===== config.mk =====
export PLATFORM = sky130hd
export DESIGN_NAME = gist_status_tracker
export DESIGN_NICKNAME = d
export VERILOG_FILES = /design/src/rtl/gist_status_tracker.v /design/src/rtl/gist_sync.v
export VERILOG_INCLUDE_DIRS = /design/src /design/src/rtl
export SDC_FILE = /design/constraint.sdc
export NUM_CORES = 1
export LEC_CHECK = 0
export BUFFER_PORTS_ARGS = -buffer_cell sky130_fd_sc_hd__buf_2
export CORE_ASPECT_RATIO = 0.8
export CORE_UTILIZATION = 53
export DETAILED_ROUTE_END_ITERATION = 16
export PLACE_DENSITY = 0.79
export SYNTH_ARGS = -nofsm -noshare
export SYNTH_HDL_FRONTEND = slang
export SYNTH_HIERARCHICAL = 1
export SYNTH_SLANG_ARGS = --single-unit
export TNS_END_PERCENT = 20

===== constraint.sdc =====
create_clock -name clk_sys -period 2.4 [get_ports clk_sys]
set_input_delay 0.24 -clock clk_sys [delete_from_list [all_inputs] [get_ports clk_sys]]
set_output_delay 0.24 -clock clk_sys [all_outputs]
set_load 0.02 [all_outputs]

===== src/rtl/gist_map.vh =====
// tracker constants: map, fields, codes
`ifndef GIST_MAP_VH
`define GIST_MAP_VH

// ==========================================================
// register byte addresses
`define GIST_ADDR_CONFIG 8'h00
`define GIST_ADDR_OP 8'h04
`define GIST_ADDR_STATUS 8'h08
`define GIST_ADDR_ERROR 8'h0c
`define GIST_ADDR_COUNT 8'h10

// ==========================================================
// config register fields
`define GIST_CFG_PAD_LO 0
`define GIST_CFG_PAD_HI 4
`define GIST_CFG_SAD_LO 8
`define GIST_CFG_SAD_HI 12
`define GIST_CFG_SEC_EN 16
`define GIST_CFG_SYSCTRL_EN 17
`define GIST_CFG_PPOLL_CAP 18
`define GIST_CFG_RESET 32'h0000_0000

// ==========================================================
// operation register fields
`define GIST_OP_CODE_LO 0
`define GIST_OP_CODE_HI 3
`define GIST_OP_MASK_LO 16
`define GIST_OP_MASK_HI 31

// ==========================================================
// host operation codes
`define GIST_OP_CMD 4'h0
`define GIST_OP_READ 4'h1
`define GIST_OP_WRITE 4'h2
`define GIST_OP_PPOLL 4'h3
`define GIST_OP_SIC 4'h4
`define GIST_OP_PASS 4'h5
`define GIST_OP_WAIT 4'h6
`define GIST_OP_DEVOP 4'h7

// ==========================================================
// error codes
`define GIST_ERR_SYSTEM 4'h0
`define GIST_ERR_NOT_CIC 4'h1
`define GIST_ERR_NO_LISTENER 4'h2
`define GIST_ERR_ADDRESSING 4'h3
`define GIST_ERR_NOT_SYSCTRL 4'h5
`define GIST_ERR_ABORTED 4'h6
`define GIST_ERR_CAPABILITY 4'hb
`define GIST_ERR_CMD_TIMEOUT 4'he

// ==========================================================
// engine result codes
`define GIST_RES_OK 3'h0
`define GIST_RES_NO_LISTENER 3'h1
`define GIST_RES_TIMEOUT 3'h2
`define GIST_RES_CMD_TIMEOUT 3'h3
`define GIST_RES_SYSFAIL 3'h4

// ==========================================================
// status word bit positions
`define GIST_ST_ERR 15
`define GIST_ST_TIMO 14
`define GIST_ST_SRQI 12
`define GIST_ST_CMPL 8
`define GIST_ST_CIC 5
`define GIST_ST_ATN 4
`define GIST_ST_TALK 3
`define GIST_ST_LISTEN 2
`define GIST_ST_TRIG 1
`define GIST_ST_CLEAR 0

// ==========================================================
// bus command bytes (seven bits, parity ignored)
`define GIST_CMD_GET 7'h08
`define GIST_CMD_DCL 7'h14
`define GIST_CMD_SDC 7'h04
`define GIST_CMD_UNL 7'h3f
`define GIST_CMD_UNT 7'h5f
`define GIST_GRP_LISTEN 2'b01
`define GIST_GRP_TALK 2'b10
`define GIST_GRP_SECOND 2'b11
`define GIST_UNADDR 5'h1f

`endif


===== src/rtl/gist_status_tracker.v =====
// interface status tracker
// Function
// - controller flag set by clear or handover
// - controller flag cleared by IFC or handover
// - attention flag follows ATN
// - talker flag set on own talk address
// - talker cleared: UNT, own listen, other talk, IFC
// - listener flag set on own listen address
// - listener cleared: UNL, own talk, IFC
// - trigger flag set on GET as listener
// - trigger flag cleared after masked wait
// - clear flag set on DCL, SDC as listener
// - clear flag cleared after masked wait or transfer
// - code 0 system failure, detail in count
// - code 1 bus operation while not controller
// - code 2 no listeners or ATN in write
// - code 3 controller not addressed itself
// - code 5 no system controller capability
// - code 6 transfer aborted or cleared
// - code 11 capability missing or disabled
// - code 14 command byte timeout
// - count holds bytes moved
// - error bit follows operation outcome
// - status word updated each operation
`timescale 1ns/100ps
`default_nettype none
`include "gist_map.vh"

module gist_status_tracker (
    input wire clk_sys,
    input wire srst,
    input wire psel,
    input wire penable,
    input wire pwrite,
    input wire [7:0] paddr,
    input wire [31:0] pwdata,
    output reg [31:0] prdata,
    output wire pready,
    output reg pslverr,
    input wire atnPin,
    input wire ifcPin,
    input wire srqPin,
    input wire [7:0] busByte,
    input wire busByteAccepted,
    input wire controlPassedIn,
    output reg engineStart,
    output reg [3:0] engineOpCode,
    input wire xferDone,
    input wire [2:0] xferResult,
    input wire [31:0] xferCount,
    output wire [15:0] statusWord,
    output wire opBusy
);

    // ==========================================================
    // operation sequencer states
    localparam [1:0] ST_IDLE = 2'd0;
    localparam [1:0] ST_ENGINE = 2'd1;
    localparam [1:0] ST_WAIT = 2'd2;

    // ==========================================================
    // primary address decode, shared by talk and listen
    function isPrimary;
        input [6:0] b;
        input [1:0] grp;
        begin
            isPrimary = (b[6:5] == grp) && (b[4:0] != `GIST_UNADDR);
        end
    endfunction

    // ==========================================================
    // synchronised bus lines
    wire [2:0] lineSync; // atn, ifc, srq after two flops
    wire atnLine;
    wire ifcLine;
    wire srqLine;

    gist_sync #(.WIDTH(3)) uSync (
        .clk_sys(clk_sys),
        .srst(srst),
        .asyncIn({atnPin, ifcPin, srqPin}),
        .syncOut(lineSync)
    );

    assign atnLine = lineSync[2];
    assign ifcLine = lineSync[1];
    assign srqLine = lineSync[0];

    // ==========================================================
    // state registers
    reg [31:0] config_q; // address, secondary, capabilities
    reg [15:0] waitMask_q; // mask of the wait in progress
    reg [3:0] opCode_q; // operation in progress
    reg [1:0] state_q; // sequencer state
    reg cic_q; // controller in charge
    reg talk_q; // talker addressed
    reg listen_q; // listener addressed
    reg trig_q; // trigger detected
    reg clr_q; // clear detected
    reg pendTalk_q; // own talk seen, secondary awaited
    reg pendListen_q; // own listen seen, secondary awaited
    reg armTrig_q; // clear trigger flag on next operation
    reg armClr_q; // clear device-clear flag on next operation
    reg err_q; // error bit of the status word
    reg timo_q; // time limit bit
    reg [3:0] errCode_q; // error code
    reg [31:0] count_q; // transfer count
    reg dclAbort_q; // device clear seen during a transfer
    reg atnAbort_q; // ATN from another controller during a write
    reg atnPrev_q; // previous synchronised ATN level

    wire [4:0] ownPad = config_q[`GIST_CFG_PAD_HI:`GIST_CFG_PAD_LO];
    wire [4:0] ownSad = config_q[`GIST_CFG_SAD_HI:`GIST_CFG_SAD_LO];
    wire secEn = config_q[`GIST_CFG_SEC_EN];
    wire sysCtrlEn = config_q[`GIST_CFG_SYSCTRL_EN];
    wire ppollCap = config_q[`GIST_CFG_PPOLL_CAP];

    // ==========================================================
    // command byte decode; only ATN bytes count
    wire cmdByte = busByteAccepted && atnLine;
    wire [6:0] cb = busByte[6:0];
    wire isListen = isPrimary(cb, `GIST_GRP_LISTEN);
    wire isTalk = isPrimary(cb, `GIST_GRP_TALK);
    wire isSecond = cb[6:5] == `GIST_GRP_SECOND;
    wire ownListen = cmdByte && isListen && (cb[4:0] == ownPad);
    wire ownTalk = cmdByte && isTalk && (cb[4:0] == ownPad);
    wire secMatch = cmdByte && isSecond && (cb[4:0] == ownSad);
    wire secOther = cmdByte && isSecond && (cb[4:0] != ownSad);
    wire cmdUnl = cmdByte && (cb == `GIST_CMD_UNL);
    wire cmdUnt = cmdByte && (cb == `GIST_CMD_UNT);
    wire cmdGet = cmdByte && (cb == `GIST_CMD_GET);
    wire cmdDcl = cmdByte && (cb == `GIST_CMD_DCL);
    wire cmdSdc = cmdByte && (cb == `GIST_CMD_SDC);

    // secondary enable defers the set
    wire talkSet = secEn ? (pendTalk_q && secMatch) : ownTalk;
    wire listenSet = secEn ? (pendListen_q && secMatch) : ownListen;
    wire talkClr = cmdUnt || ownListen || (cmdByte && isTalk && !ownTalk)
        || (pendTalk_q && secOther);
    wire listenClr = cmdUnl || ownTalk;
    wire trigSet = cmdGet && listen_q;
    wire clrSet = cmdDcl || (cmdSdc && listen_q);

    // ==========================================================
    // status word: live bits and latched result
    wire idle = state_q == ST_IDLE;
    reg [15:0] status;

    // compose the status word
    always @* begin
        status = 16'h0000;
        status[`GIST_ST_ERR] = err_q;
        status[`GIST_ST_TIMO] = timo_q;
        status[`GIST_ST_SRQI] = cic_q && srqLine;
        status[`GIST_ST_CMPL] = idle;
        status[`GIST_ST_CIC] = cic_q;
        status[`GIST_ST_ATN] = atnLine;
        status[`GIST_ST_TALK] = talk_q;
        status[`GIST_ST_LISTEN] = listen_q;
        status[`GIST_ST_TRIG] = trig_q;
        status[`GIST_ST_CLEAR] = clr_q;
    end

    assign statusWord = status;
    assign opBusy = !idle;

    // ==========================================================
    // apb decode; registers answer with no wait state
    wire apbSetup = psel && !penable;
    wire apbAccess = psel && penable;
    wire opWrite = apbAccess && pwrite && (paddr == `GIST_ADDR_OP);
    wire cfgWrite = apbAccess && pwrite && (paddr == `GIST_ADDR_CONFIG);
    wire [3:0] newOp = pwdata[`GIST_OP_CODE_HI:`GIST_OP_CODE_LO];
    // ops written while busy are dropped
    wire opStart = opWrite && idle;

    assign pready = 1'b1;

    // read data and error answer captured in the setup cycle
    always @(posedge clk_sys) begin
        if (srst) begin
            prdata <= 32'h0000_0000;
            pslverr <= 1'b0;
        end else if (apbSetup) begin
            pslverr <= 1'b0;
            case (paddr)
                `GIST_ADDR_CONFIG: prdata <= config_q;
                `GIST_ADDR_OP: prdata <= {waitMask_q, 11'h000, !idle, opCode_q};
                `GIST_ADDR_STATUS: prdata <= {16'h0000, status};
                `GIST_ADDR_ERROR: prdata <= {28'h0000000, errCode_q};
                `GIST_ADDR_COUNT: prdata <= count_q;
                default: begin
                    prdata <= 32'h0000_0000;
                    pslverr <= 1'b1; // unmapped address
                end
            endcase
        end
    end

    // ==========================================================
    // checks made before an operation reaches the engine
    reg preFail;
    reg [3:0] preCode;

    // checked in priority order
    always @* begin
        preFail = 1'b0;
        preCode = `GIST_ERR_SYSTEM;
        if (newOp == `GIST_OP_SIC && !sysCtrlEn) begin
            preFail = 1'b1;
            preCode = `GIST_ERR_NOT_SYSCTRL;
        end else if ((newOp == `GIST_OP_CMD || newOp == `GIST_OP_PPOLL
                || newOp == `GIST_OP_DEVOP || newOp == `GIST_OP_PASS) && !cic_q) begin
            preFail = 1'b1;
            preCode = `GIST_ERR_NOT_CIC;
        end else if (newOp == `GIST_OP_PPOLL && !ppollCap) begin
            preFail = 1'b1;
            preCode = `GIST_ERR_CAPABILITY;
        end else if (cic_q && ((newOp == `GIST_OP_READ && !listen_q)
                || (newOp == `GIST_OP_WRITE && !talk_q))) begin
            preFail = 1'b1;
            preCode = `GIST_ERR_ADDRESSING;
        end else if (newOp == `GIST_OP_WRITE && !cic_q && !talk_q) begin
            preFail = 1'b1;
            preCode = `GIST_ERR_NO_LISTENER;
        end
    end

    // ==========================================================
    // engine result mapping at the end of a transfer
    reg engFail;
    reg engTimo;
    reg [3:0] engCode;
    wire ioOp = opCode_q == `GIST_OP_READ || opCode_q == `GIST_OP_WRITE;

    // tracker aborts override the engine
    always @* begin
        engFail = 1'b1;
        engTimo = 1'b0;
        engCode = `GIST_ERR_SYSTEM;
        if (dclAbort_q) begin
            engCode = `GIST_ERR_ABORTED;
        end else if (atnAbort_q) begin
            engCode = `GIST_ERR_NO_LISTENER;
        end else begin
            case (xferResult)
                `GIST_RES_OK: engFail = 1'b0;
                `GIST_RES_NO_LISTENER: engCode = `GIST_ERR_NO_LISTENER;
                `GIST_RES_TIMEOUT: begin
                    engCode = `GIST_ERR_ABORTED;
                    engTimo = 1'b1;
                end
                `GIST_RES_CMD_TIMEOUT: begin
                    engCode = `GIST_ERR_CMD_TIMEOUT;
                    engTimo = 1'b1;
                end
                default: engCode = `GIST_ERR_SYSTEM;
            endcase
        end
    end

    wire engEnd = (state_q == ST_ENGINE) && xferDone;
    wire waitEnd = (state_q == ST_WAIT) && ((status & waitMask_q) != 16'h0000);
    wire sicDone = engEnd && !engFail && opCode_q == `GIST_OP_SIC;
    wire passDone = engEnd && !engFail && opCode_q == `GIST_OP_PASS;

    // ==========================================================
    // sequencer and latched result
    always @(posedge clk_sys) begin
        if (srst) begin
            state_q <= ST_IDLE;
            opCode_q <= `GIST_OP_CMD;
            waitMask_q <= 16'h0000;
            config_q <= `GIST_CFG_RESET;
            engineStart <= 1'b0;
            engineOpCode <= `GIST_OP_CMD;
            err_q <= 1'b0;
            timo_q <= 1'b0;
            errCode_q <= `GIST_ERR_SYSTEM;
            count_q <= 32'h0000_0000;
        end else begin
            engineStart <= 1'b0;
            if (cfgWrite) begin
                config_q <= pwdata;
            end
            case (state_q)
                ST_IDLE: begin
                    if (opStart) begin
                        opCode_q <= newOp;
                        waitMask_q <= pwdata[`GIST_OP_MASK_HI:`GIST_OP_MASK_LO];
                        if (preFail) begin
                            // refused at once, result visible next cycle
                            err_q <= 1'b1;
                            timo_q <= 1'b0;
                            errCode_q <= preCode;
                        end else if (newOp == `GIST_OP_WAIT) begin
                            state_q <= ST_WAIT;
                        end else begin
                            engineStart <= 1'b1;
                            engineOpCode <= newOp;
                            state_q <= ST_ENGINE;
                        end
                    end
                end
                ST_ENGINE: begin
                    if (xferDone) begin
                        state_q <= ST_IDLE;
                        err_q <= engFail;
                        timo_q <= engTimo;
                        errCode_q <= engCode;
                        // system failure detail goes to count
                        if (ioOp || (engFail && engCode == `GIST_ERR_SYSTEM)) begin
                            count_q <= xferCount;
                        end
                    end
                end
                ST_WAIT: begin
                    if (waitEnd) begin
                        state_q <= ST_IDLE;
                        err_q <= 1'b0;
                        timo_q <= 1'b0;
                    end
                end
                default: state_q <= ST_IDLE;
            endcase
        end
    end

    // ==========================================================
    // transfer abort watchers
    always @(posedge clk_sys) begin
        if (srst) begin
            dclAbort_q <= 1'b0;
            atnAbort_q <= 1'b0;
            atnPrev_q <= 1'b0;
        end else begin
            atnPrev_q <= atnLine;
            if (engineStart) begin
                dclAbort_q <= 1'b0;
                atnAbort_q <= 1'b0;
            end
            if (state_q == ST_ENGINE && ioOp) begin
                if (clrSet) begin
                    dclAbort_q <= 1'b1;
                end
                // foreign ATN during our write
                if (opCode_q == `GIST_OP_WRITE && !cic_q && atnLine && !atnPrev_q) begin
                    atnAbort_q <= 1'b1;
                end
            end
        end
    end

    // ==========================================================
    // addressing and controller flags; IFC first
    always @(posedge clk_sys) begin
        if (srst) begin
            cic_q <= 1'b0;
            talk_q <= 1'b0;
            listen_q <= 1'b0;
            pendTalk_q <= 1'b0;
            pendListen_q <= 1'b0;
        end else begin
            // own clear pulse keeps its role
            if (ifcLine && !(state_q == ST_ENGINE && opCode_q == `GIST_OP_SIC)) begin
                cic_q <= 1'b0;
            end else if (sicDone || controlPassedIn) begin
                cic_q <= 1'b1;
            end else if (passDone) begin
                cic_q <= 1'b0;
            end
            if (ifcLine) begin
                talk_q <= 1'b0;
                listen_q <= 1'b0;
                pendTalk_q <= 1'b0;
                pendListen_q <= 1'b0;
            end else if (cmdByte) begin
                // set and clear never share a byte
                if (talkSet) begin
                    talk_q <= 1'b1;
                end else if (talkClr) begin
                    talk_q <= 1'b0;
                end
                if (listenSet) begin
                    listen_q <= 1'b1;
                end else if (listenClr) begin
                    listen_q <= 1'b0;
                end
                // secondary must be the next byte
                pendTalk_q <= secEn && ownTalk;
                pendListen_q <= secEn && ownListen;
            end
        end
    end

    // ==========================================================
    // trigger and clear flags; an event beats the clear
    always @(posedge clk_sys) begin
        if (srst) begin
            trig_q <= 1'b0;
            clr_q <= 1'b0;
            armTrig_q <= 1'b0;
            armClr_q <= 1'b0;
        end else begin
            if (trigSet) begin
                trig_q <= 1'b1;
            end else if (opStart && armTrig_q) begin
                trig_q <= 1'b0;
            end
            if (clrSet) begin
                clr_q <= 1'b1;
            end else if (opStart && armClr_q) begin
                clr_q <= 1'b0;
            end
            if (opStart) begin
                armTrig_q <= 1'b0;
                armClr_q <= 1'b0;
            end else if (waitEnd) begin
                armTrig_q <= waitMask_q[`GIST_ST_TRIG];
                armClr_q <= waitMask_q[`GIST_ST_CLEAR];
            end else if (engEnd && ioOp) begin
                armClr_q <= 1'b1;
            end
        end
    end

endmodule
`default_nettype wire


===== src/rtl/gist_sync.v =====
// two-flop synchroniser for bus lines
`timescale 1ns/100ps
`default_nettype none

module gist_sync #(
    parameter WIDTH = 3
) (
    input wire clk_sys,
    input wire srst,
    input wire [WIDTH-1:0] asyncIn,
    output wire [WIDTH-1:0] syncOut
);

    reg [WIDTH-1:0] meta_q; // first stage, read only by the second
    reg [WIDTH-1:0] sync_q; // second stage, safe for logic

    // ==========================================================
    // two stages, both cleared by reset
    always @(posedge clk_sys) begin
        if (srst) begin
            meta_q <= {WIDTH{1'b0}};
            sync_q <= {WIDTH{1'b0}};
        end else begin
            meta_q <= asyncIn;
            sync_q <= meta_q;
        end
    end

    assign syncOut = sync_q;

endmodule
`default_nettype wire


==> results.txt <==
Synth Cell Area -> 0.00625 mm²
Die Wd -> 123 µm
Clock Skews -> 0.00671 ns
R2R depth -> 6
Max clock buf depth -> 2
share of layout cells above drive strength 1 -> 0.231
reg-to-reg slack, setup -> 0.21 ns
number of synthesized flops with an enable pin -> 0
post-synthesis simple-gate area fraction -> 0.234
Worst Hold End -> uSync/meta_q[2]
initial core utilization -> 0.543
DRC Markers -> 0
Slew Viols, Final -> 0
fillers -> 973
Leak -> 3.02 nW
DR vias -> 6,131
crit path time final -> 2.19 ns
site row count -> 35
syn_area_per_cell -> 8.06 µm²
later-pin clock latency in the skew report -> 0.42 ns
vias in the first global route -> 5,696
antenna viol nets, final -> 0
Synth Area in XOR/XNOR -> 0.0154
Syn-to-layout area delta -> 23.6%
WP data arrival -> 2.56 ns
H-tree depth -> 4
hold_sp -> atnPin
Hold-fix buffers, CTS -> 0
VDD IR max -> 0.000479 V
first-pass GRT wire length -> 29,100 µm
Yosys warning count -> 6
Max Clk Rate -> 0.456 GHz
WL/cell -> 17.1 µm
CTS sink cnt -> 148
number of buffers created by CTS -> 17
sequential area share after synthesis -> 0.474
final net count -> 996
Tot Pwr -> 5.51 mW
status -> finished clean
Worst Hold Depth -> 2
clk slew on worst S/H paths -> 0.06 ns
worst hold path class -> input pin to flip-flop
CTS tree -> yes
CTS resizes -> 0
max_cap viols -> 0
largest net degree at the start of global routing -> 56
final WL -> 18,100 µm
final setup TNS -> 0 ns
initial antenna violation count -> 0
n_diodes -> 0
Main synth FF type -> dfxtp_1
Final Hold Viols -> 0
Top-Level Pins -> 150
Slew headroom -> 0.555
Initial DRT Pass Iterations -> 7
post-synthesis instance total -> 776
worst slew pin tran -> 0.668 ns
Via density -> 5.77
FF+latch count, synth -> 148
final worst path period share -> 0.913
die height -> 99.1 µm
global-route usage over all layers -> 0.311
Final setup violation count -> 0
Synth Area in Compound Gates -> 0.184
IO buf count -> 141
Crit Reg-Reg Endpoint -> err_q
main combinational cell family by area after synthesis -> simple AND/OR/NAND/NOR gates
crit path capture type -> flip-flop
Critical Path Start Type -> flip-flop
Crit Path Class -> flip-flop to flip-flop
RR Startpoint -> cic_q
Worst Path Max Fanout -> 5
die area -> 0.0122 mm²
RSZ-0062 raised after global routing -> false
clk root buf -> clkbuf_16
Initial DRC Count -> 813
setup bufs post-CTS -> 0
mux cell area share after synthesis -> 0.0368
area of the core -> 0.0115 mm²
Synth Area in Adders -> 0
ys async rst share -> 0
GRT overflow -> 0
Final GP Congestion -> 0.919
PwrDens -> 714 mW/mm²
dpl cells -> 1,031
post-detail-place hpwl -> 12,500 µm
commonest non-fill, non-tap cells in the layout -> nand2_1, dfxtp_1, buf_2
Cell Count, Final, Fillers Out -> 1,063
Req. time, crit path -> 2.76 ns
commonest non-fill, non-tap cell in the layout -> nand2_1
Distinct cells, synth -> 56
==> sequential cells by signal, summed over array words and instances (netlist names), 2 cells and up <==
signal	count
config_q	32
count_q	32
prdata	32
waitMask_q	16
engineOpCode	4
errCode_q	4
opCode_q	4
uSync/meta_q	3
uSync/syncOut	3
state_q	2
==> kinds of logic after synthesis <==
kind of cell	after synthesis
flip-flops	148
buffers and inverters	72
other	2
XOR/XNOR	11
multiplexers	23
AND/OR/NAND/NOR	330
AO/OA/AOI/OAI	190
==> worst max-delay path, cell delays in order, from the launching register on <==
cell and delay (ns):
dfxtp_1 0.39, nor4bb_1 0.37, or3_1 0.19, o2bb2ai_1 0.25
or4b_4 0.52, a311o_1 0.36, nand2_1 0.06
==> cells in the mapped netlist, drive strengths merged, types with 4 or more instances <==
cell type	n	area share
xnor2	8	0.011
and3	4	0.0040
nor4	4	0.0040
nand3	8	0.0064
mux2i	23	0.037
a222oi	20	0.032
o21ai	31	0.025
nand2b	6	0.0060
dfxtp	148	0.47
clkbuf	43	0.026
inv	6	0.0036
nor2	43	0.026
nor2b	14	0.014
nand2	210	0.13
nor3	15	0.012
a22oi	8	0.0096
a21oi	106	0.085
nor4b	4	0.0080
buf	23	0.025
==> stage by stage <==
step	util	instance area (µm²)	hold WS, ns	setup slack, ns
floorplan	-	6270	0.312	0.203
global placement	0.617	7100	0.417	0.0963
detailed placement	0.617	7100	0.418	0.0674
CTS	0.671	7720	0.0191	0.229
global route	0.671	7720	0.0541	0.0373
finish	0.671	7720	0.0301	0.208
==> worst max-delay path by stage <==
stage                     cells past startpoint      from     to
after floorplan                               7  paddr[6]  err_q
after global placement                        7  paddr[6]  err_q
after detailed placement                      7  paddr[6]  err_q
after CTS                                     6     cic_q  err_q
after global routing                          6     cic_q  err_q
final                                         6     cic_q  err_q
==> final cells by class <==
cell class              instances  area, µm²  area share
flip-flops and latches        148       2960       0.384
clock buffers                  17        425      0.0551
repair buffers                168        961       0.124
well taps                     148        185      0.0240
clock inverters                15        196      0.0254
inverters                       6       22.5     0.00292
multi-input cells             561       2970       0.385
==> power breakdown <==
part           internal (mW)  total, mW  switching, mW
Combinational          0.104      0.267          0.162
Sequential              2.46       2.47        0.00507
Clock                   1.67       2.78           1.11
Total                   4.24       5.51           1.28
==> routing by layer <==
| layer | wire, µm | global-route usage | share of wire |
|---|---|---|---|
| met4 | 360 | 0.124 | 0.020 |
| met1 | 7920 | 0.426 | 0.44 |
| met2 | 8000 | 0.470 | 0.44 |
| met5 | 0 | 0 | 0 |
| met3 | 1860 | 0.0763 | 0.10 |
Note: power is estimated with default switching activity, not from simulation.
